[config.mk]
export PLATFORM = sky130hd
export DESIGN_NAME = bsf_host
export DESIGN_NICKNAME = d
export VERILOG_FILES = /design/src/hw/bsf_pkg.sv /design/src/hw/bsf_host.sv /design/src/hw/bsf_timer.sv
export SDC_FILE = /design/constraint.sdc
export NUM_CORES = 1
export LEC_CHECK = 0
export BUFFER_PORTS_ARGS = -buffer_cell sky130_fd_sc_hd__clkbuf_2
export CAP_MARGIN = 20
export CORE_MARGIN = 2
export CORE_UTILIZATION = 55
export CTS_CLUSTER_DIAMETER = 80
export DETAILED_ROUTE_END_ITERATION = 10
export PLACE_DENSITY_LB_ADDON = 0.25
export SYNTH_ARGS = -nofsm -noshare
export SYNTH_HDL_FRONTEND = slang
export SYNTH_SLANG_ARGS = --single-unit
[constraint.sdc]
create_clock -name clk -period 4.5 [get_ports clk]
set_input_delay 0.225 -clock clk [delete_from_list [all_inputs] [get_ports clk]]
set_output_delay 0.225 -clock clk [all_outputs]
set_load 0.03 [all_outputs]
[src/hw/bsf_pkg.sv]
// Package for the boot sector flash host controller
package bsf_pkg;
  // Register offsets on APB (byte addresses)
  localparam logic [7:0] CTRL_OFS = 8'h00;
  localparam logic [7:0] ADDR_OFS = 8'h04;
  localparam logic [7:0] WDATA_OFS = 8'h08;
  localparam logic [7:0] RDATA_OFS = 8'h0c;
  localparam logic [7:0] STAT_OFS = 8'h10;
  localparam logic [7:0] PINS_OFS = 8'h14;
  // Control register fields
  localparam int CTRL_GO_BIT = 0;
  localparam int CTRL_WR_BIT = 1;
  localparam int CTRL_BYTE_BIT = 2;
  localparam int CTRL_STBY_BIT = 3;
  localparam int CTRL_RST_BIT = 4;
  localparam int CTRL_WP_BIT = 5;
  localparam int CTRL_ACC_BIT = 6;
  localparam int CTRL_POLL_BIT = 7;
  // Status register fields
  localparam int STAT_BUSY_BIT = 0;
  localparam int STAT_DONE_BIT = 1;
  localparam int STAT_RDYBSY_BIT = 2;
  localparam int STAT_TOGGLE_BIT = 3;
  localparam int STAT_POLLERR_BIT = 4;
  // Pin-control reset values
  localparam logic [7:0] CTRL_RST_VAL = 8'h00;
  // Bus cycle timing: 250 MHz, 4 ns period
  localparam int CLK_PERIOD_NS = 4;
  localparam int SETUP_NS = 10;
  localparam int ACCESS_NS = 90;
  localparam int STROBE_NS = 35;
  localparam int HOLD_NS = 10;
  localparam int RESET_PULSE_NS = 500;
  localparam int SETUP_CYC = (SETUP_NS + CLK_PERIOD_NS - 1) / CLK_PERIOD_NS;
  localparam int ACCESS_CYC = (ACCESS_NS + CLK_PERIOD_NS - 1) / CLK_PERIOD_NS;
  localparam int STROBE_CYC = (STROBE_NS + CLK_PERIOD_NS - 1) / CLK_PERIOD_NS;
  localparam int HOLD_CYC = (HOLD_NS + CLK_PERIOD_NS - 1) / CLK_PERIOD_NS;
  localparam int RESET_CYC = (RESET_PULSE_NS + CLK_PERIOD_NS - 1) / CLK_PERIOD_NS;
  // Data width of the flash bus in each organisation
  localparam int WORD_BITS = 16;
  localparam int BYTE_BITS = 8;
  // Polling bits on the data lanes
  localparam int POLL_DQ = 7;
  localparam int TOGGLE_DQ = 6;
  localparam int TOGGLE2_DQ = 2;
  localparam int CNT_W = 8;

  typedef enum logic [5:0] {
    ST_IDLE = 6'b000001,
    ST_SETUP = 6'b000010,
    ST_STROBE = 6'b000100,
    ST_HOLD = 6'b001000,
    ST_POLL = 6'b010000,
    ST_RESET = 6'b100000
  } bsf_state_t;
endpackage

[src/hw/bsf_host.sv]
// Host controller driving a parallel boot sector NOR flash from APB registers
// Summary of operation
// - Word mode uses all sixteen data lanes; byte mode only the low eight.
// - Host uses chip select, write strobe, output drive so buses never clash.
// - Commands are ordinary bus writes to the device command register.
// - Host may put the device in low-power standby.
//
// The placing of the registers and register access over APB were left to the implementer.
`timescale 1ns/100ps
module bsf_host #(
  parameter int ADDR_W = 22,
  parameter int POLL_LIMIT = 65535
) (
  // Clock and reset
  input wire logic clk,
  input wire logic rstn,
  // APB slave
  input wire logic psel,
  input wire logic penable,
  input wire logic pwrite,
  input wire logic [7:0] paddr,
  input wire logic [31:0] pwdata,
  output logic [31:0] prdata,
  output logic pready,
  output logic pslverr,
  // Flash address and controls
  output logic [ADDR_W-1:0] flash_addr,
  output logic chip_sel_n,
  output logic write_n,
  output logic out_en_n,
  output logic byte_mode_n,
  output logic flash_reset_n,
  output logic write_protect_n,
  output logic fast_program_input,
  // Flash data lanes, three signals per pin
  input wire logic [15:0] dq_in,
  output logic [15:0] dq_out,
  output logic [15:0] dq_oe_n,
  // Device status pin
  input wire logic ready_busy_n
);
  localparam int CNT_W_L = bsf_pkg::CNT_W;
  localparam logic [CNT_W_L-1:0] SETUP_L = CNT_W_L'(bsf_pkg::SETUP_CYC);
  localparam logic [CNT_W_L-1:0] ACCESS_L = CNT_W_L'(bsf_pkg::ACCESS_CYC);
  localparam logic [CNT_W_L-1:0] STROBE_L = CNT_W_L'(bsf_pkg::STROBE_CYC);
  localparam logic [CNT_W_L-1:0] HOLD_L = CNT_W_L'(bsf_pkg::HOLD_CYC);
  localparam logic [CNT_W_L-1:0] RESET_L = CNT_W_L'(bsf_pkg::RESET_CYC);
  // Later poll reads carry one released cycle ahead of the full access window
  localparam logic [CNT_W_L-1:0] POLL_L = CNT_W_L'(bsf_pkg::ACCESS_CYC + 1);

  if (ADDR_W < 21 || ADDR_W > 32)
  begin
    $error("bsf_host: ADDR_W must be 21..32");
  end
  if (POLL_LIMIT < 2 || POLL_LIMIT > 65535)
  begin
    $error("bsf_host: POLL_LIMIT out of range");
  end

  bsf_pkg::bsf_state_t state_r;
  bsf_pkg::bsf_state_t state_nxt;
  logic [7:0] ctrl_r;
  logic [31:0] addr_r;
  logic [15:0] wdata_r;
  logic [15:0] rdata_r;
  logic done_r;
  logic pollerr_r;
  logic toggle_r;
  logic [15:0] poll_cnt_r;
  logic [15:0] prev_r;
  logic first_r;
  logic tmr_load;
  logic [CNT_W_L-1:0] tmr_count;
  logic tmr_exp;
  logic apb_wr;
  logic go;
  logic busy;
  logic byte_mode;
  logic is_write;
  logic polling;
  logic [15:0] lane_mask;

  assign apb_wr = psel && penable && pwrite;
  assign go = apb_wr && paddr == bsf_pkg::CTRL_OFS && pwdata[bsf_pkg::CTRL_GO_BIT];
  assign busy = state_r != bsf_pkg::ST_IDLE;
  assign byte_mode = ctrl_r[bsf_pkg::CTRL_BYTE_BIT];
  assign is_write = ctrl_r[bsf_pkg::CTRL_WR_BIT];
  assign polling = ctrl_r[bsf_pkg::CTRL_POLL_BIT];
  // Byte mode keeps the upper lanes out of play
  assign lane_mask = byte_mode ? 16'h00ff : 16'hffff;

  // APB answers at once; unmapped offsets flag an error
  assign pready = 1'b1;
  always_comb
  begin
    pslverr = 1'b0;
    prdata = 32'h0000_0000;
    unique case (paddr)
      bsf_pkg::CTRL_OFS: prdata = {24'h00_0000, ctrl_r};
      bsf_pkg::ADDR_OFS: prdata = addr_r;
      bsf_pkg::WDATA_OFS: prdata = {16'h0000, wdata_r};
      bsf_pkg::RDATA_OFS: prdata = {16'h0000, rdata_r};
      bsf_pkg::STAT_OFS: prdata = {27'h000_0000, pollerr_r, toggle_r, ready_busy_n, done_r, busy};
      bsf_pkg::PINS_OFS: prdata = {16'h0000, poll_cnt_r};
      default: pslverr = psel && penable;
    endcase
  end

  // Control register; writes during a cycle leave the cycle untouched
  always_ff @(posedge clk or negedge rstn)
  begin
    if (!rstn)
      ctrl_r <= bsf_pkg::CTRL_RST_VAL;
    else if (apb_wr && paddr == bsf_pkg::CTRL_OFS && !busy)
      ctrl_r <= {pwdata[7:1], 1'b0};
  end

  always_ff @(posedge clk or negedge rstn)
  begin
    if (!rstn)
    begin
      addr_r <= 32'h0000_0000;
      wdata_r <= 16'h0000;
    end
    else if (apb_wr && !busy)
    begin
      if (paddr == bsf_pkg::ADDR_OFS)
        addr_r <= pwdata;
      if (paddr == bsf_pkg::WDATA_OFS)
        wdata_r <= pwdata[15:0];
    end
  end

  // Sequencer
  always_comb
  begin
    state_nxt = state_r;
    tmr_load = 1'b0;
    tmr_count = SETUP_L;
    unique case (state_r)
      bsf_pkg::ST_IDLE:
        if (go && pwdata[bsf_pkg::CTRL_RST_BIT])
        begin
          state_nxt = bsf_pkg::ST_RESET;
          tmr_load = 1'b1;
          tmr_count = RESET_L;
        end
        else if (go)
        begin
          state_nxt = bsf_pkg::ST_SETUP;
          tmr_load = 1'b1;
          tmr_count = SETUP_L;
        end
      bsf_pkg::ST_SETUP:
        if (tmr_exp)
        begin
          state_nxt = bsf_pkg::ST_STROBE;
          tmr_load = 1'b1;
          tmr_count = is_write ? STROBE_L : ACCESS_L;
        end
      bsf_pkg::ST_STROBE:
        if (tmr_exp)
        begin
          state_nxt = bsf_pkg::ST_HOLD;
          tmr_load = 1'b1;
          tmr_count = HOLD_L;
        end
      bsf_pkg::ST_HOLD:
        if (tmr_exp)
        begin
          // Command writes may start an embedded operation to watch
          if (polling)
          begin
            state_nxt = bsf_pkg::ST_POLL;
            tmr_load = 1'b1;
            tmr_count = ACCESS_L;
          end
          else
            state_nxt = bsf_pkg::ST_IDLE;
        end
      bsf_pkg::ST_POLL:
        // Each poll is a read cycle; stop when the toggle bit stands still and ready_busy_n is high, or at the poll limit
        if (tmr_exp)
        begin
          if (!first_r && (((prev_r ^ dq_in) & 16'h0040) == 16'h0000) && ready_busy_n)
            state_nxt = bsf_pkg::ST_IDLE;
          else if (poll_cnt_r >= 16'(POLL_LIMIT))
            state_nxt = bsf_pkg::ST_IDLE;
          else
          begin
            tmr_load = 1'b1;
            tmr_count = POLL_L;
          end
        end
      bsf_pkg::ST_RESET:
        if (tmr_exp)
          state_nxt = bsf_pkg::ST_IDLE;
      default:
        state_nxt = bsf_pkg::ST_IDLE;
    endcase
  end

  always_ff @(posedge clk or negedge rstn)
  begin
    if (!rstn)
      state_r <= bsf_pkg::ST_IDLE;
    else
      state_r <= state_nxt;
  end

  bsf_timer #(
    .W(CNT_W_L)
  ) u_timer (
    .clk(clk),
    .rstn(rstn),
    .load(tmr_load),
    .count(tmr_count),
    .expired(tmr_exp)
  );

  // Read data captured at end of the access window
  always_ff @(posedge clk or negedge rstn)
  begin
    if (!rstn)
      rdata_r <= 16'h0000;
    else if ((state_r == bsf_pkg::ST_STROBE && tmr_exp && !is_write) ||
             (state_r == bsf_pkg::ST_POLL && tmr_exp))
      rdata_r <= dq_in & lane_mask;
  end

  // Poll bookkeeping
  always_ff @(posedge clk or negedge rstn)
  begin
    if (!rstn)
    begin
      prev_r <= 16'h0000;
      first_r <= 1'b1;
      poll_cnt_r <= 16'h0000;
      toggle_r <= 1'b0;
    end
    else if (state_r == bsf_pkg::ST_HOLD)
    begin
      first_r <= 1'b1;
      poll_cnt_r <= 16'h0000;
    end
    else if (state_r == bsf_pkg::ST_POLL && tmr_exp)
    begin
      prev_r <= dq_in;
      first_r <= 1'b0;
      poll_cnt_r <= poll_cnt_r + 16'h0001;
      toggle_r <= (prev_r[bsf_pkg::TOGGLE_DQ] ^ dq_in[bsf_pkg::TOGGLE_DQ]) ||
                  (prev_r[bsf_pkg::TOGGLE2_DQ] ^ dq_in[bsf_pkg::TOGGLE2_DQ]);
    end
  end

  // Done is sticky; a new start clears it, completion in the same cycle wins
  always_ff @(posedge clk or negedge rstn)
  begin
    if (!rstn)
    begin
      done_r <= 1'b0;
      pollerr_r <= 1'b0;
    end
    else if (busy && state_nxt == bsf_pkg::ST_IDLE)
    begin
      done_r <= 1'b1;
      pollerr_r <= state_r == bsf_pkg::ST_POLL && poll_cnt_r >= 16'(POLL_LIMIT);
    end
    else if (go)
    begin
      done_r <= 1'b0;
      pollerr_r <= 1'b0;
    end
  end

  // Pin drive, all from flops for clean strobes
  always_ff @(posedge clk or negedge rstn)
  begin
    if (!rstn)
    begin
      flash_addr <= '0;
      chip_sel_n <= 1'b1;
      write_n <= 1'b1;
      out_en_n <= 1'b1;
      dq_out <= 16'h0000;
      dq_oe_n <= 16'hffff;
      flash_reset_n <= 1'b0;
    end
    else
    begin
      flash_addr <= addr_r[ADDR_W-1:0];
      flash_reset_n <= state_nxt != bsf_pkg::ST_RESET;
      // Standby: chip select stays high between cycles
      chip_sel_n <= !(state_nxt inside {bsf_pkg::ST_SETUP, bsf_pkg::ST_STROBE, bsf_pkg::ST_HOLD,
                                       bsf_pkg::ST_POLL}) && ctrl_r[bsf_pkg::CTRL_STBY_BIT] ||
                    state_nxt == bsf_pkg::ST_IDLE || state_nxt == bsf_pkg::ST_RESET;
      // Command and data writes are plain strobed bus writes
      write_n <= !(state_nxt == bsf_pkg::ST_STROBE && is_write);
      // Poll reads release output drive for one cycle so the toggle bits can advance
      out_en_n <= !((state_nxt == bsf_pkg::ST_STROBE && !is_write) ||
                    (state_nxt == bsf_pkg::ST_POLL && !(state_r == bsf_pkg::ST_POLL && tmr_exp)));
      dq_out <= wdata_r & lane_mask;
      // Drive data only in the setup, strobe and hold cycles of a write, never with output enable low
      dq_oe_n <= (is_write && state_nxt inside {bsf_pkg::ST_SETUP, bsf_pkg::ST_STROBE,
                  bsf_pkg::ST_HOLD}) ? ~lane_mask : 16'hffff;
    end
  end

  // Static straps: word/byte select, write protect, acceleration
  always_ff @(posedge clk or negedge rstn)
  begin
    if (!rstn)
    begin
      byte_mode_n <= 1'b1;
      write_protect_n <= 1'b1;
      fast_program_input <= 1'b0;
    end
    else
    begin
      byte_mode_n <= !byte_mode;
      write_protect_n <= !ctrl_r[bsf_pkg::CTRL_WP_BIT];
      fast_program_input <= ctrl_r[bsf_pkg::CTRL_ACC_BIT];
    end
  end
endmodule

[src/hw/bsf_timer.sv]
// Down-counting cycle timer with one-cycle expiry pulse
`timescale 1ns/100ps
module bsf_timer #(
  parameter int W = 8
) (
  // Clock and reset
  input wire logic clk,
  input wire logic rstn,
  // Control
  input wire logic load,
  input wire logic [W-1:0] count,
  output logic expired
);
  logic [W-1:0] cnt_r;
  logic run_r;

  if (W < 2)
  begin
    $error("bsf_timer: W too small");
  end

  always_ff @(posedge clk or negedge rstn)
  begin
    if (!rstn)
    begin
      cnt_r <= '0;
      run_r <= 1'b0;
    end
    else if (load)
    begin
      cnt_r <= count;
      run_r <= 1'b1;
    end
    else if (run_r)
    begin
      if (cnt_r <= W'(1))
        run_r <= 1'b0;
      cnt_r <= cnt_r - W'(1);
    end
  end

  // Must not look at load: the sequencer derives load from this pulse
  assign expired = run_r && (cnt_r <= W'(1));
endmodule

# Yosys cells after proc, flatten, opt, wreduce, memory -nomap -nowiden
# Index checks and enable logic that the tools add are counted.
[totals]
ff_bits = 174
output_inout_bits = 95
input_bits = 62
[classes]
n_lt_le_gt_ge = 2
n_addsub = 2
bitwise = 7
eq_ne = 19
reduce_logical = 46
n_mux = 45
[ops]
columns = ["op", "count"]
rows = [
  ["32-bit case mux with 6 select lines", 1],
  ["16-bit two-way mux", 4],
  ["6-bit two-way mux", 9],
  ["5-bit two-way mux", 8],
  ["6-bit case mux with 6 select lines", 1],
  ["16-bit bitwise AND", 2],
  ["7-bit case mux with 4 select lines", 1],
  ["1-bit logical AND", 20],
  ["1-bit two-way mux", 17],
  ["16-bit by 1-bit adder with 16-bit output, second input constant", 1],
  ["8-bit by 4-bit equality test with 1-bit output, second input constant", 2],
  ["8-bit by 5-bit equality test with 1-bit output, second input constant", 2],
  ["16-bit greater-or-equal comparator, second input constant", 1],
  ["16-bit logical NOT", 1],
  ["8-bit two-way mux", 2],
  ["16-bit inverter", 1],
  ["6-bit by 1-bit equality test with 1-bit output, second input constant", 2],
  ["6-bit by 2-bit equality test with 1-bit output, second input constant", 2],
  ["6-bit by 3-bit equality test with 1-bit output, second input constant", 2],
  ["6-bit by 4-bit equality test with 1-bit output, second input constant", 2],
  ["6-bit by 5-bit equality test with 1-bit output, second input constant", 2],
  ["6-bit equality test, second input constant", 2],
  ["1-bit logical NOT", 9],
  ["8-bit by 3-bit equality test with 1-bit output, second input constant", 1],
  ["other kinds (17)", 26],
]

# Logic depth before layout (Yosys ltp)
# Gate-level depths: netlist (run 1).
[depth]
depth_word = 13
mapped_depth = 10
ltp_nobuf = 8

# Hierarchy
# Synthesis (run 1) repeated with hierarchy kept, for this count alone.
[hier_totals]
hier_cells = 593
area_unflattened_um2 = 6957.9
[by_module_without_submodules]
columns = ["module", "cells_per_inst", "n_inst", "area_per_inst_um2", "seq_area_each_um2"]
rows = [
  ["bsf_host", 538, 1, 6439.9, 3664.8],
  ["bsf_timer", 55, 1, 518.0, 225.2],
]

# Least setup slack after synthesis (run 1)
# OpenSTA, ideal clock, no wires.
[synth_path]
path_type = "register to register"
startpoint = "register state_r[3]"
endpoint = "register wdata_r[10]"
arrival_ps = 2129
t_required_ps = 4375
path_stages_with_launch = 10
period_less_slack_ps = 2254
setup_slack_ps = 2246
path_cell_list = "dfrtp_1 > clkbuf_1 > nor3_2 > and2_0 > clkbuf_2 > nand2_1 > or4_4 > buf_6 > buf_12 > mux2_4"
[synth_via]
elab_chain_len = 4
[synth_rtl]
columns = ["item", "line_no", "text"]
rows = [
  ["start, declared", "bsf_host.sv:60", "bsf_pkg::bsf_state_t state_r;"],
  ["start signal, assigned", "bsf_host.sv:206", "state_r <= bsf_pkg::ST_IDLE;"],
  ["start signal, assigned", "bsf_host.sv:208", "state_r <= state_nxt;"],
  ["6-bit by 1-bit != test with 1-bit output", "bsf_host.sv:85", "assign busy = state_r != bsf_pkg::ST_IDLE;"],
  ["1-bit logical NOT", "bsf_host.sv:125", "else if (apb_wr && !busy)"],
  ["1-bit logical AND", "bsf_host.sv:125", ""],
  ["2-bit AND reduction (no source line)", "--", ""],
  ["end signal, assigned", "bsf_host.sv:130", "wdata_r <= pwdata[15:0];"],
  ["end, declared", "bsf_host.sv:64", "logic [15:0] wdata_r;"],
]
# Every way passes these cells.
# A chain may end at the register's enable or synchronous reset.

# Worst setup path after layout (run 1)
[layout_path]
startpoint = "register u_timer.run_r"
endpoint = "register rdata_r[7]"
[layout_via]
elab_chain_len = 4
word_cells_on_any_way = 5
classes_between = "reduce/logical (5)"
[layout_rtl]
columns = ["item", "line_no", "text"]
rows = [
  ["start, declared", "bsf_timer.sv:15", "logic run_r;"],
  ["start signal, assigned", "bsf_timer.sv:27", "run_r <= 1'b0;"],
  ["start signal, assigned", "bsf_timer.sv:32", "run_r <= 1'b1;"],
  ["start signal, assigned", "bsf_timer.sv:37", "run_r <= 1'b0;"],
  ["1-bit logical AND *", "bsf_timer.sv:43", "assign expired = run_r && (cnt_r <= W'(1));"],
  ["1-bit logical AND (2 in series)", "bsf_host.sv:226", "else if ((state_r == bsf_pkg::ST_STROBE && tmr_exp && !is_write) ||"],
  ["1-bit logical OR *", "bsf_host.sv:226", ""],
  ["end signal, assigned", "bsf_host.sv:228", "rdata_r <= dq_in & lane_mask;"],
  ["end, declared", "bsf_host.sv:65", "logic [15:0] rdata_r;"],
]
# Every way passes the cells marked *; elsewhere a longest branch is shown, timed or not.

==> results of run 1 <==
## report_power, final
group,total (mW),switching (mW),internal (mW)
combinational,0.317,0.196,0.122
clock,1.57,0.548,1.03
sequential,1.47,0.0352,1.44
total,3.37,0.779,2.59
## final timing paths
kind | start | to | slack (ns)
max | u_timer.run_r$_DFF_PN0_ | rdata_r[7]$_DFFE_PN0P_ | 1.50
min | pwdata[21] | addr_r[21]$_DFFE_PN0P_ | 0.03
max reg2reg | u_timer.run_r$_DFF_PN0_ | rdata_r[7]$_DFFE_PN0P_ | 1.50
min reg2reg | addr_r[21]$_DFFE_PN0P_ | flash_addr[21]$_DFF_PN0_ | 0.39
max in group asynchronous | rstn | write_n$_DFF_PN1_ | 3.06
min in group asynchronous | rstn | wdata_r[1]$_DFFE_PN0P_ | 0.21
## critical path: cells and delay by family (launching register included)
| kind | cells | cell delay, ns |
|---|---|---|
| flip-flops | 1 | 0.55 |
| multiplexers | 1 | 0.50 |
| AND/OR/NAND/NOR | 3 | 1.83 |
## cell usage after synthesis (all sizes together) (3+ instances only)
cell type and number:
a21oi 12, mux2 60, mux2i 7, xor2 11, ha 3, nor4 6
a222oi 8, a31oi 4, o311ai 3, inv 10, nand3 15, xnor2 9
nor2b 10, nand2 77, and2 20, nand4 8, dfrtp 146, a22oi 8
and4 3, dfstp 9, o31a 3, o22ai 3, a21o 3, nor3 10
o21ai 29, and3 8, nor3b 3, or3 3, clkbuf 23, nor2 50
buf 23, a221oi 5
## area by class of cell
cell class              instances  area [um2]  share of cell area [%]
flip-flops and latches        155        3890                    46.4
multi-input cells             407        2740                    32.7
repair buffers                160         842                    10.1
clock buffers                  21         470                    5.62
well taps                     168         210                    2.51
clock inverters                11         189                    2.26
inverters                      10        37.5                   0.448
## kinds of logic (layout without fill, tap and decap cells)
| kind of cell | after synthesis | in the layout | share of synthesized area (%) |
|---|---|---|---|
| AND/OR/NAND/NOR | 223 | 223 | 15.9 |
| flip-flops | 155 | 155 | 56.2 |
| AO/OA/AOI/OAI | 93 | 93 | 9.18 |
| multiplexers | 67 | 67 | 11.3 |
| buffers and inverters | 56 | 202 | 4.27 |
| XOR/XNOR | 20 | 20 | 2.53 |
| adder cells (fa/ha/maj) | 3 | 3 | 0.542 |
| other | 1 | 1 | 0.0542 |
## state kept, by name, summed over array words and instances, names as in the netlist, 6 cells and up
name / count
u_timer.cnt_r: 8
wdata_r: 16
flash_addr: 22
rdata_r: 16
poll_cnt_r: 16
addr_r: 32
ctrl_r: 7
state_r: 6
dq_out: 16
## per-layer routing
layer | vias to the layer above | routed length (um)
met4 | 0 | 424
li1 | 2436 | -
met2 | 245 | 8600
met3 | 40 | 1220
met1 | 2632 | 7080
met5 | - | 0
## repair_timing
action	4_1_cts	5_1_grt
hold endpoints to repair	0	20
setup buffers	0	0
hold buffers	0	1
## stage by stage
stage                     cells  setup WS, ns
final                       932          1.50
after global routing        932          1.29
after CTS                   930          1.58
after detailed placement    898          1.59
after global placement      898          1.77
after floorplan             618          2.25
==> results list, run 1 <==
* Category of the most critical setup path: register to register
- Post-route fraction of the period consumed by the critical path: 66.6%
- Detailed placement ended at an HPWL of 12000 um.
* Final TNS setup: 0 ns
- Max-cap violations in this run came to 0.
* Avg Vias per Cell: 5.74
- The top cell types in the final layout, fill and taps aside, are sky130_fd_sc_hd__clkbuf_2 (154), sky130_fd_sc_hd__dfrtp_1 (146), sky130_fd_sc_hd__nand2_1 (77), sky130_fd_sc_hd__nor2_1 (50), sky130_fd_sc_hd__mux2_2 (50).
- The worst pin sits at a relative slew slack of 31.3%.
- The number of global-route vias before repair was 5308.
- Once detail routing completed, the nets flagged for antenna violations numbered 0.
- Input and output buffers added on the ports amount to 155.
- Area of the mapped netlist: 6920 um2
- Met3 capacity usage during global routing: 6.18%
* Cell-by-cell trace of the critical path: nor3b_1, and3_1, nand2_1, mux2_2
* Hold Path Depth: 2
- The first global-routing pass estimated 26900 um of wire.
- In the global route stage, overall resource usage came out at 26.6%.
- Arrival @ worst endpoint: 3.30 ns
* Final count of negative-setup-slack endpoints: 0
- CP endpoint kind: register
* Achievable clock frequency: 334 MHz
- Root buf cell: sky130_fd_sc_hd__clkbuf_16
- Sequential elements use 56.2% of the synthesized area.
- At the worst endpoint, the required time is 4.80 ns.
- Synthesis warning total: 0
* Number of hold violations in the final report: 0
- During I/O placement, the number of pins put on the boundary was 157.
- Total nets after synthesis: 683
* Worst Reg2Reg Path Length in Cells: 4
* Library cell with the largest summed area after synthesis: sky130_fd_sc_hd__dfrtp_1
* Number of distinct library cell variants in the gate-level netlist after synthesis: 64
- For the pin with the worst max-slew slack, the measured transition is 1.02 ns.
- In this run the power density over the cells is 402 nW/um2.
* Total design power: 3.37 mW
- Top_reg_cell synth: sky130_fd_sc_hd__dfrtp_1
- Inserted Diodes: 0
- Setup repair after global routing left no endpoint under its margin.
- DIE AREA: 13500 um2
* Cell area after placement: 7680 um2
* Vertical die dimension: 116 um
- Time the final worst path needs with I/O delays and setup: 3.00 ns
- From synthesis to final layout, the design area changed by 21.0%.
- GR peak layer: met2
- Antenna violations before repair: 0
- The clock passes through at most 2 buffers.
* Wirelength, routed: 17300 um
- Skew final: 0.00639 ns
- Number of buffers created by CTS: 17
* Clock latency on the worst-skew pair: 0.42 ns
* Mean cell area of the mapped netlist: 11.2 um2
- At the end of routability-driven placement, the weighted congestion stood at 0.907.
* Top cell type's share of synthesized area: 52.8%
- At the end of the flow, the number of nets in the layout was 816.
- Pin count of the biggest net entering global routing: 123
- In this run the core area contains 40 standard-cell rows.
- In the synthesized netlist, the number of instances is 618.
- For this design, the sink count on the clock tree is 155.
- The worst hold path belongs to the class input pin to register.
- The detailed router finished its first iteration with 547 violations.
- Number of vias in the routed layout: 5353
- Post-synthesis async set-or-reset flop share: 100%
- Summed over all layers, the global routing overflow is 0.
- Counting flops with a built-in enable in the synthesized netlist gives 0.
- For this run, the share of the core covered by cells in the final layout is 68.9%.
- Of all nets on the critical path, the largest fanout is 24.
- Effective utilization at floorplan: 56.9%
- Worst stage delay on the critical path: 0.68 ns
- GRT met2 Usage: 43.4%
- The run finished with clean final reports.
* Peak supply drop: 0.000388 V
- The library cell used most frequently in the layout, excluding fill and tap cells, is sky130_fd_sc_hd__clkbuf_2.
- The layout has 950 filler cells.
- Sorting the synthesized cells by area gives the leading types as sky130_fd_sc_hd__dfrtp_1 (53%), sky130_fd_sc_hd__mux2_2 (8.1%), sky130_fd_sc_hd__nand2_1 (4.2%).
- Die width: 116 um
- Startpoint class of the critical path: register
* H-Tree Level Count: 4
- The number of max-slew violations in the final report was 0.
- In this run, synthesis produced a sequential element count of 155.
- Number of design rule violations left after detail routing: 0
* Clock transition at the registers of the reported paths: 0.06 ns
- Fraction of layout cells with a size suffix above 1: 35.1%
* Leakage power of the design: 4.26 nW
- Floorplan core area: 12200 um2
- The finished cells cover 8380 um2.
- Global-route met1 utilization: 35.0%
- The first detailed-routing pass took 6 iterations.
- After clock tree synthesis, the repair step resized 0 gates.
- Drt wl/cell: 18.6 um
- TritonCTS built the clock tree.
* Final worst hold slack: 0.0313 ns
- The largest individual stage delay along the critical path comes from the cell sky130_fd_sc_hd__nand2_1.
No activity file was read; power rests on OpenSTA's default activity.
==> run 2, diff against run 1 <==
--- a/config.mk
+++ b/config.mk
@@ -8,7 +8,7 @@
 export BUFFER_PORTS_ARGS = -buffer_cell sky130_fd_sc_hd__clkbuf_2
 export CAP_MARGIN = 20
 export CORE_MARGIN = 2
-export CORE_UTILIZATION = 55
+export CORE_UTILIZATION = 54
 export CTS_CLUSTER_DIAMETER = 80
 export DETAILED_ROUTE_END_ITERATION = 10
 export PLACE_DENSITY_LB_ADDON = 0.25
==> constraint.sdc (replaced) <==
create_clock -name clk -period 2.82 [get_ports clk]
set_input_delay 0.141 -clock clk [delete_from_list [all_inputs] [get_ports clk]]
set_output_delay 0.141 -clock clk [all_outputs]
set_load 0.03 [all_outputs]
==> run 2 against run 1 <==
  * Critical path type unchanged
  * Clock skew increased by 0.0022 ns
  * Clock power increased by 41%
  * Fmax increased by 14%
  * Sequential share of layout area down 2.3 points
  * Die area is 1.8% higher
  * Design area up 5.2%
  * Largest cell class unchanged
==> results list, run 2 (synthesis gave the netlist of run 1 again) <==
- Die width: 117 um
* Number of DRC markers after the initial detailed-route iteration: 423
- The design draws 5.14 mW.
- Startpoint of the worst hold path: pwdata[1]
* Clock latency on the worst-skew pair: 0.42 ns
* Pin count of the biggest net entering global routing: 84
- Final TNS setup: 0 ns
- The final number of hold-violating endpoints came to 0.
- Counting cells, the worst reg-to-reg path comes to 8.
- Worst-margin pin slew: 0.739 ns
- Avg Vias per Cell: 5.59
- Setup repair after global routing left no endpoint under its margin.
- The critical path ends at dq_oe_n[14]$_DFF_PN1_.
- Number of design rule violations left after detail routing: 0
- TritonCTS Sinks: 155
* Worst hold-check path type: input pin to register
* HPWL after detailed placement: 11900 um
- Final estimated routing congestion in global placement: 0.889
- Ranked by flip-flop count, first place goes to addr_r.
- For this design the ratio of total power to cell area is 584 nW/um2.
- Total overflow reported by the global router: 0
* Endpoint of the worst-slack reg-to-reg timing path: dq_oe_n[14]$_DFF_PN1_
* Nets@finish: 871
- Between clock sinks in the finished design, the worst skew comes to 0.00862 ns.
- Arrival @ worst endpoint: 2.94 ns
* Most frequent cells in the layout: sky130_fd_sc_hd__clkbuf_2 (154), sky130_fd_sc_hd__dfrtp_1 (146), sky130_fd_sc_hd__nand2_1 (77), sky130_fd_sc_hd__nor2_1 (50), sky130_fd_sc_hd__mux2_2 (50)
* Outcome: finished, final reports clean
- CTS tree: done
- Signed area change from the synthesized netlist to the final layout: 27.3%
- Remaining number of nets flagged by the antenna check after routing: 0
* Largest register FFs: 32
* Number of vias in the routed layout: 5537
* Floorplan core area: 12600 um2
* Post-cts repair resize count: 0
- The analysis attributes to cell leakage a power of 4.46 nW.
* Vertical die dimension: 117 um
- For this run, the detailed router's first-pass iteration total came to 6.
* Clock transition at the registers of the reported paths: 0.06 ns
* Achievable clock frequency: 381 MHz
* Category of the most critical setup path: register to register
* Most frequent standard cell in the layout excluding fill and tap cells: sky130_fd_sc_hd__clkbuf_2
- Fin. max-slew vios: 0
* DIE AREA: 13700 um2
- Root buf cell: sky130_fd_sc_hd__clkbuf_16
- Time the final worst path needs with I/O delays and setup: 2.62 ns
* Wirelength, routed: 17700 um
- Critical Path RT: 3.13 ns
- Num ports: 157
- Across every metal layer, demand over resource in global routing totals 27.0%.
- Crit path max fanout: 15
- The post-route netlist has 33.8% of its cells at a drive strength greater than 1.
* Number of buffers added for setup after CTS: 0
- The largest registers in the layout are addr_r: 32 flops, flash_addr: 22 flops.
- The initial antenna violation count was 0.
- TritonCTS created 17 clock buffers.
* Final worst hold slack: 0.0155 ns
- Via count of the first global-routing pass: 5477
* Peak supply drop: 0.000536 V
- Max-cap violations: 0
- Startpoint class of the critical path: register
- Worst slack at placement: 0.364 ns
* Hold_buf cts: 45
- STA classifies the critical path endpoint as a register.
- Across all setup checks in the final design, the least slack found is 0.197 ns.
- Reg-to-reg setup timing slack: 0.20 ns
* Placement row count: 41
* Final count of negative-setup-slack endpoints: 0
* Critical Path Source: u_timer.cnt_r[0]$_DFFE_PN0P_
- Drt wl/cell: 17.9 um
- The first global-routing pass estimated 28000 um of wire.
- Dividing the final minimum period by the clock period gives 93.0%.
- Inserted Diodes: 0
- Reg2Reg Launch Point: u_timer.cnt_r[0]$_DFFE_PN0P_
* Max-slew headroom: 50.7%
- Counting along the longest clock path gives a buffer depth of 2.
- Effective utilization at floorplan: 55.1%
* IO buf count: 155
- CTS built an H-tree with a depth of 4.
run 2: cell types whose count changed in the layout (fill, tap and decap cells not counted), moves of 2 or more:
cell and delta:
sky130_fd_sc_hd__dlygate4sd3_1 +44, sky130_fd_sc_hd__bufinv_16 -3, sky130_fd_sc_hd__clkbuf_1 +2, sky130_fd_sc_hd__buf_4 +11
run 2: layout make-up:
cell class,count,area [um2]
clock inverter,10,114
fill,912,3750
multi-input combinational,407,2740
clock buffer,22,464
timing repair buffer,215,1360
sequential,155,3890
tap,172,215
inverter,10,37.5
run 2: where the power goes:
part	switching, mW	total (mW)	internal (mW)
clock	0.873	2.22	1.35
combinational	0.327	0.568	0.241
sequential	0.0584	2.35	2.30
total	1.26	5.14	3.89
run 2: critical path, cell delays in order (launching register included):
cell and delay [ns]:
sky130_fd_sc_hd__dfrtp_1 0.41, sky130_fd_sc_hd__inv_1 0.06, sky130_fd_sc_hd__ha_1 0.25, sky130_fd_sc_hd__or2_2 0.35
sky130_fd_sc_hd__and3_1 0.34, sky130_fd_sc_hd__o41ai_1 0.46, sky130_fd_sc_hd__nor4_1 0.13, sky130_fd_sc_hd__o32ai_1 0.40
sky130_fd_sc_hd__o211ai_1 0.13
run 2: worst min path at each step:
stage | end | slack [ns] | cells after the start
global placement | dq_out[5]$_DFF_PN0_ | 0.23 | 1
finish | ctrl_r[1]$_DFFE_PN0P_ | 0.02 | 3
detailed placement | wdata_r[5]$_DFFE_PN0P_ | 0.23 | 1
global route | wdata_r[8]$_DFFE_PN0P_ | 0.01 | 2
floorplan | addr_r[0]$_DFFE_PN0P_ | -0.15 | 0
CTS | ctrl_r[1]$_DFFE_PN0P_ | 0.001 | 3
run 2: stage by stage:
step | utilization (%) | cell area, um2 | std cells
detailed placement | 62.0 | 7790 | 914
CTS | 70.1 | 8810 | 991
global route | 70.1 | 8810 | 991
finish | 70.1 | 8810 | 991
floorplan | - | 6920 | 618
global placement | 62.0 | 7790 | 914
run 2: metal layers:
layer	up-vias	wire [um]	track usage [%]
met1	2756	7480	35.2
li1	2538	-	-
met3	28	1070	6.49
met5	-	0	0
met4	0	293	9.49
met2	215	8840	44.4
==> run 3, diff against run 2 <==
--- a/config.mk
+++ b/config.mk
@@ -12,6 +12,7 @@
 export CTS_CLUSTER_DIAMETER = 80
 export DETAILED_ROUTE_END_ITERATION = 10
 export PLACE_DENSITY_LB_ADDON = 0.25
+export RECOVER_POWER = 100
 export SYNTH_ARGS = -nofsm -noshare
 export SYNTH_HDL_FRONTEND = slang
 export SYNTH_SLANG_ARGS = --single-unit
==> run 3 against run 2 <==
  * The run now ends with max-capacitance violations, max-slew violations left
  * Die area unchanged
  * Global-route usage unchanged
  * Non-clock buffer count unchanged
  * First-iteration DRC count increased by 8.7%
  * Sequential cell count unchanged
  * Wire length increased by 0.37%
  * Via count decreased by 0.94%
  * Core utilization decreased by 1.5 points
  * Clock skew decreased by 0.00082 ns
  * Critical path depth decreased by 3
  * Sequential power about the same
  * Fmax decreased by 0.20%
  * Largest cell class unchanged
==> results list, run 3 (synthesis gave the netlist of run 1 again) <==
- The worst register-to-register path begins at state_r[0]$_DFF_PN1_.
- Final count of negative-setup-slack endpoints: 0
* Final std cell area, no fill: 8630 um2
* Floorplan core area: 12600 um2
* DIE AREA: 13700 um2
* Root buf cell: sky130_fd_sc_hd__clkbuf_16
* HPWL after detailed placement: 11900 um
- For met3 alone, demand over resource in global routing was 6.49%.
- IO buf count: 155
* TritonCTS Sinks: 155
- Worst slack at placement: 0.364 ns
- Across the run, the number of max-cap violations was 1.
- Achievable clock frequency: 380 MHz
- After detailed routing, the average wire length per cell comes to 17.9 um.
* Worst Reg2Reg Path Length in Cells: 5
* Reg-to-reg setup timing slack: 0.19 ns
- STA classifies the critical path startpoint as a register.
- Critical Path RT: 3.11 ns
- Worst Slack Setup Final: 0.192 ns
- Summing over every cut layer, the via total after detailed routing is 5485.
- STA classifies the critical path endpoint as a register.
- For this design the total switching power over the nets is 1.26 mW.
- From bottom edge to top edge, the die measures 117 um.
- In this run the most used layer during global routing was met2.
- Number of DRC markers after the initial detailed-route iteration: 460
* Combinational share of power: 10.8%
- Top register by number of flip-flops: addr_r
- Switching share of total power: 24.6%
* Num ports: 157
- The initial antenna violation count was 0.
- Number of hold violations in the final report: 0
* Total global routing track utilization: 27.0%
- Crit path max fanout: 16
* Fraction of power consumed by sequential logic: 45.8%
* Global-route wire length before repair: 28000 um
- The internal power of the cells totals 3.87 mW.
* H-Tree Level Count: 4
* Hold Path Depth: 3
- Arrival @ worst endpoint: 2.92 ns
- Compared with the post-synthesis result, the final layout area differs by 24.7%.
- The critical path is of the register to register type.
- CTS tree: done
- In this run the core area contains 41 standard-cell rows.
* Effective utilization at floorplan: 55.1%
* Peak supply drop: 0.000535 V
* Clock network fraction of total power: 43.4%
* Final estimated routing congestion in global placement: 0.889
* Inserted Diodes: 0
- The clock arrives with 0.00781 ns of skew.
- Remaining number of nets flagged by the antenna check after routing: 0
- Bufs on Longest Clock Path: 2
- Via count of the first global-routing pass: 5477
- Excluding fillers, the count of instances in the completed layout stands at 991.
* Endpoint of the worst-slack reg-to-reg timing path: wdata_r[1]$_DFFE_PN0P_
- Global routing used 44.4% of the available met2 tracks.
* Failing checks: max-capacitance violations, max-slew violations
- The post-route netlist has 21.6% of its cells at a drive strength greater than 1.
- Number of buffers created by CTS: 17
- Leaving out fill and tap cells, the most frequent cell in the layout is sky130_fd_sc_hd__dfrtp_1.
- Time the final worst path needs with I/O delays and setup: 2.63 ns
- Summed over all layers, the routed wires come to 17800 um.
- In the final design database the tool counted 871 nets.
- Clock transition at the registers of the reported paths: 0.06 ns
- Clock latency on the worst-skew pair: 0.42 ns
- In this run, placement finished with an instance count of 914.
* Unrepaired setup endpoints after global routing: false
- Number of design rule violations left after detail routing: 0
- For hold timing, the worst endpoint is ctrl_r[1]$_DFFE_PN0P_.
- After routing, the total negative slack on setup checks comes to 0 ns.
* First-pass iteration count of the detailed router: 5
* Cell area after placement: 7790 um2
- In this run the most critical hold path is launched from pwdata[1].
- Entering global routing, the biggest net connects 84 pins.
- For the pin with the worst max-slew slack, the measured transition is 2.00 ns.
- The register with the most flip-flops in the layout has 32 of them.
* Global-route met1 utilization: 35.2%
- After detailed routing, the number of vias per cell comes to 5.53.
* Post-route fraction of the period consumed by the critical path: 93.2%
- Outcome: finished with violations
* Worst hold-check path type: input pin to register
- Die width: 117 um
- In the layout the commonest cells are sky130_fd_sc_hd__dfrtp_1 (146), sky130_fd_sc_hd__clkbuf_1 (91), sky130_fd_sc_hd__nand2_1 (77), sky130_fd_sc_hd__clkbuf_2 (75), sky130_fd_sc_hd__nor2_1 (50).
* Pwr/cell area: 595 nW/um2
- Total overflow reported by the global router: 0
- Fin. max-slew vios: 83
* Largest registers: addr_r: 32 flops, flash_addr: 22 flops
- Max-slew headroom: -33.4%
* Leakage power of the design: 4.13 nW
* Total design power: 5.13 mW
- Once the clock tree was built, the resizer swapped 0 gates to a different size.
[run 3: changes by cell type in the layout (fill, tap and decap cells not counted), sizes merged]
cell    previous run  this run
buf               16         7
clkbuf           176       185
[run 3: power by group through the flow]
stage          Sequential, mW  Clock [mW]  Combinational (mW)
2_1_floorplan            2.41           0               0.289
3_3_place_gp             2.39           0               0.498
3_5_place_dp             2.39           0               0.510
4_1_cts                  2.35        2.26               0.564
5_1_grt                  2.36        2.36               0.621
6_report                 2.35        2.23               0.554
[run 3: metal layers]
metal / routed length [um] / part of all wire (%)
met5: 0 / 0
met4: 301 / 1.7
met3: 1050 / 5.9
met2: 8810 / 50
met1: 7600 / 43
[run 3: layout make-up]
class,count,area [um2]
Clock inverter,10,114
Clock buffer,22,464
Multi-Input combinational cell,407,2690
Timing Repair Buffer,215,1220
Fill cell,990,3940
Tap cell,172,215
Sequential cell,155,3890
Inverter,10,37.5
[run 3: worst max-delay path by stage]
stage                                            start                      endpoint
after floorplan                   state_r[3]$_DFF_PN0_       wdata_r[10]$_DFFE_PN0P_
after global placement    u_timer.cnt_r[0]$_DFFE_PN0P_         dq_oe_n[14]$_DFF_PN1_
after detailed placement  u_timer.cnt_r[5]$_DFFE_PN0P_  u_timer.cnt_r[3]$_DFFE_PN0P_
after CTS                 u_timer.cnt_r[0]$_DFFE_PN0P_         dq_oe_n[14]$_DFF_PN1_
after global routing      u_timer.cnt_r[5]$_DFFE_PN0P_            out_en_n$_DFF_PN1_
final                             state_r[0]$_DFF_PN1_        wdata_r[1]$_DFFE_PN0P_
[run 3: timing repair]
action | CTS | global route
hold buffers | 45 | 0
setup endpoints to repair | 0 | 0
hold endpoints to repair | 135 | 0
setup buffers | 0 | 0
[run 3: stage by stage]
| step | hold WS, ns | util [%] |
|---|---|---|
| finish | 0.00271 | 68.7 |
| global route | 0.0104 | 68.7 |
| CTS | 0.00124 | 70.1 |
| detailed placement | 0.230 | 62.0 |
| global placement | 0.227 | 62.0 |
| floorplan | -0.155 | - |
[run 3: worst max-delay path: stages, from the launching register on]
cell,delay (ns)
sky130_fd_sc_hd__dfstp_2,0.60
sky130_fd_sc_hd__nor3b_1,0.30
sky130_fd_sc_hd__and2_0,0.22
sky130_fd_sc_hd__nand2_1,0.08
sky130_fd_sc_hd__or4_2,0.85
sky130_fd_sc_hd__mux2_1,0.44
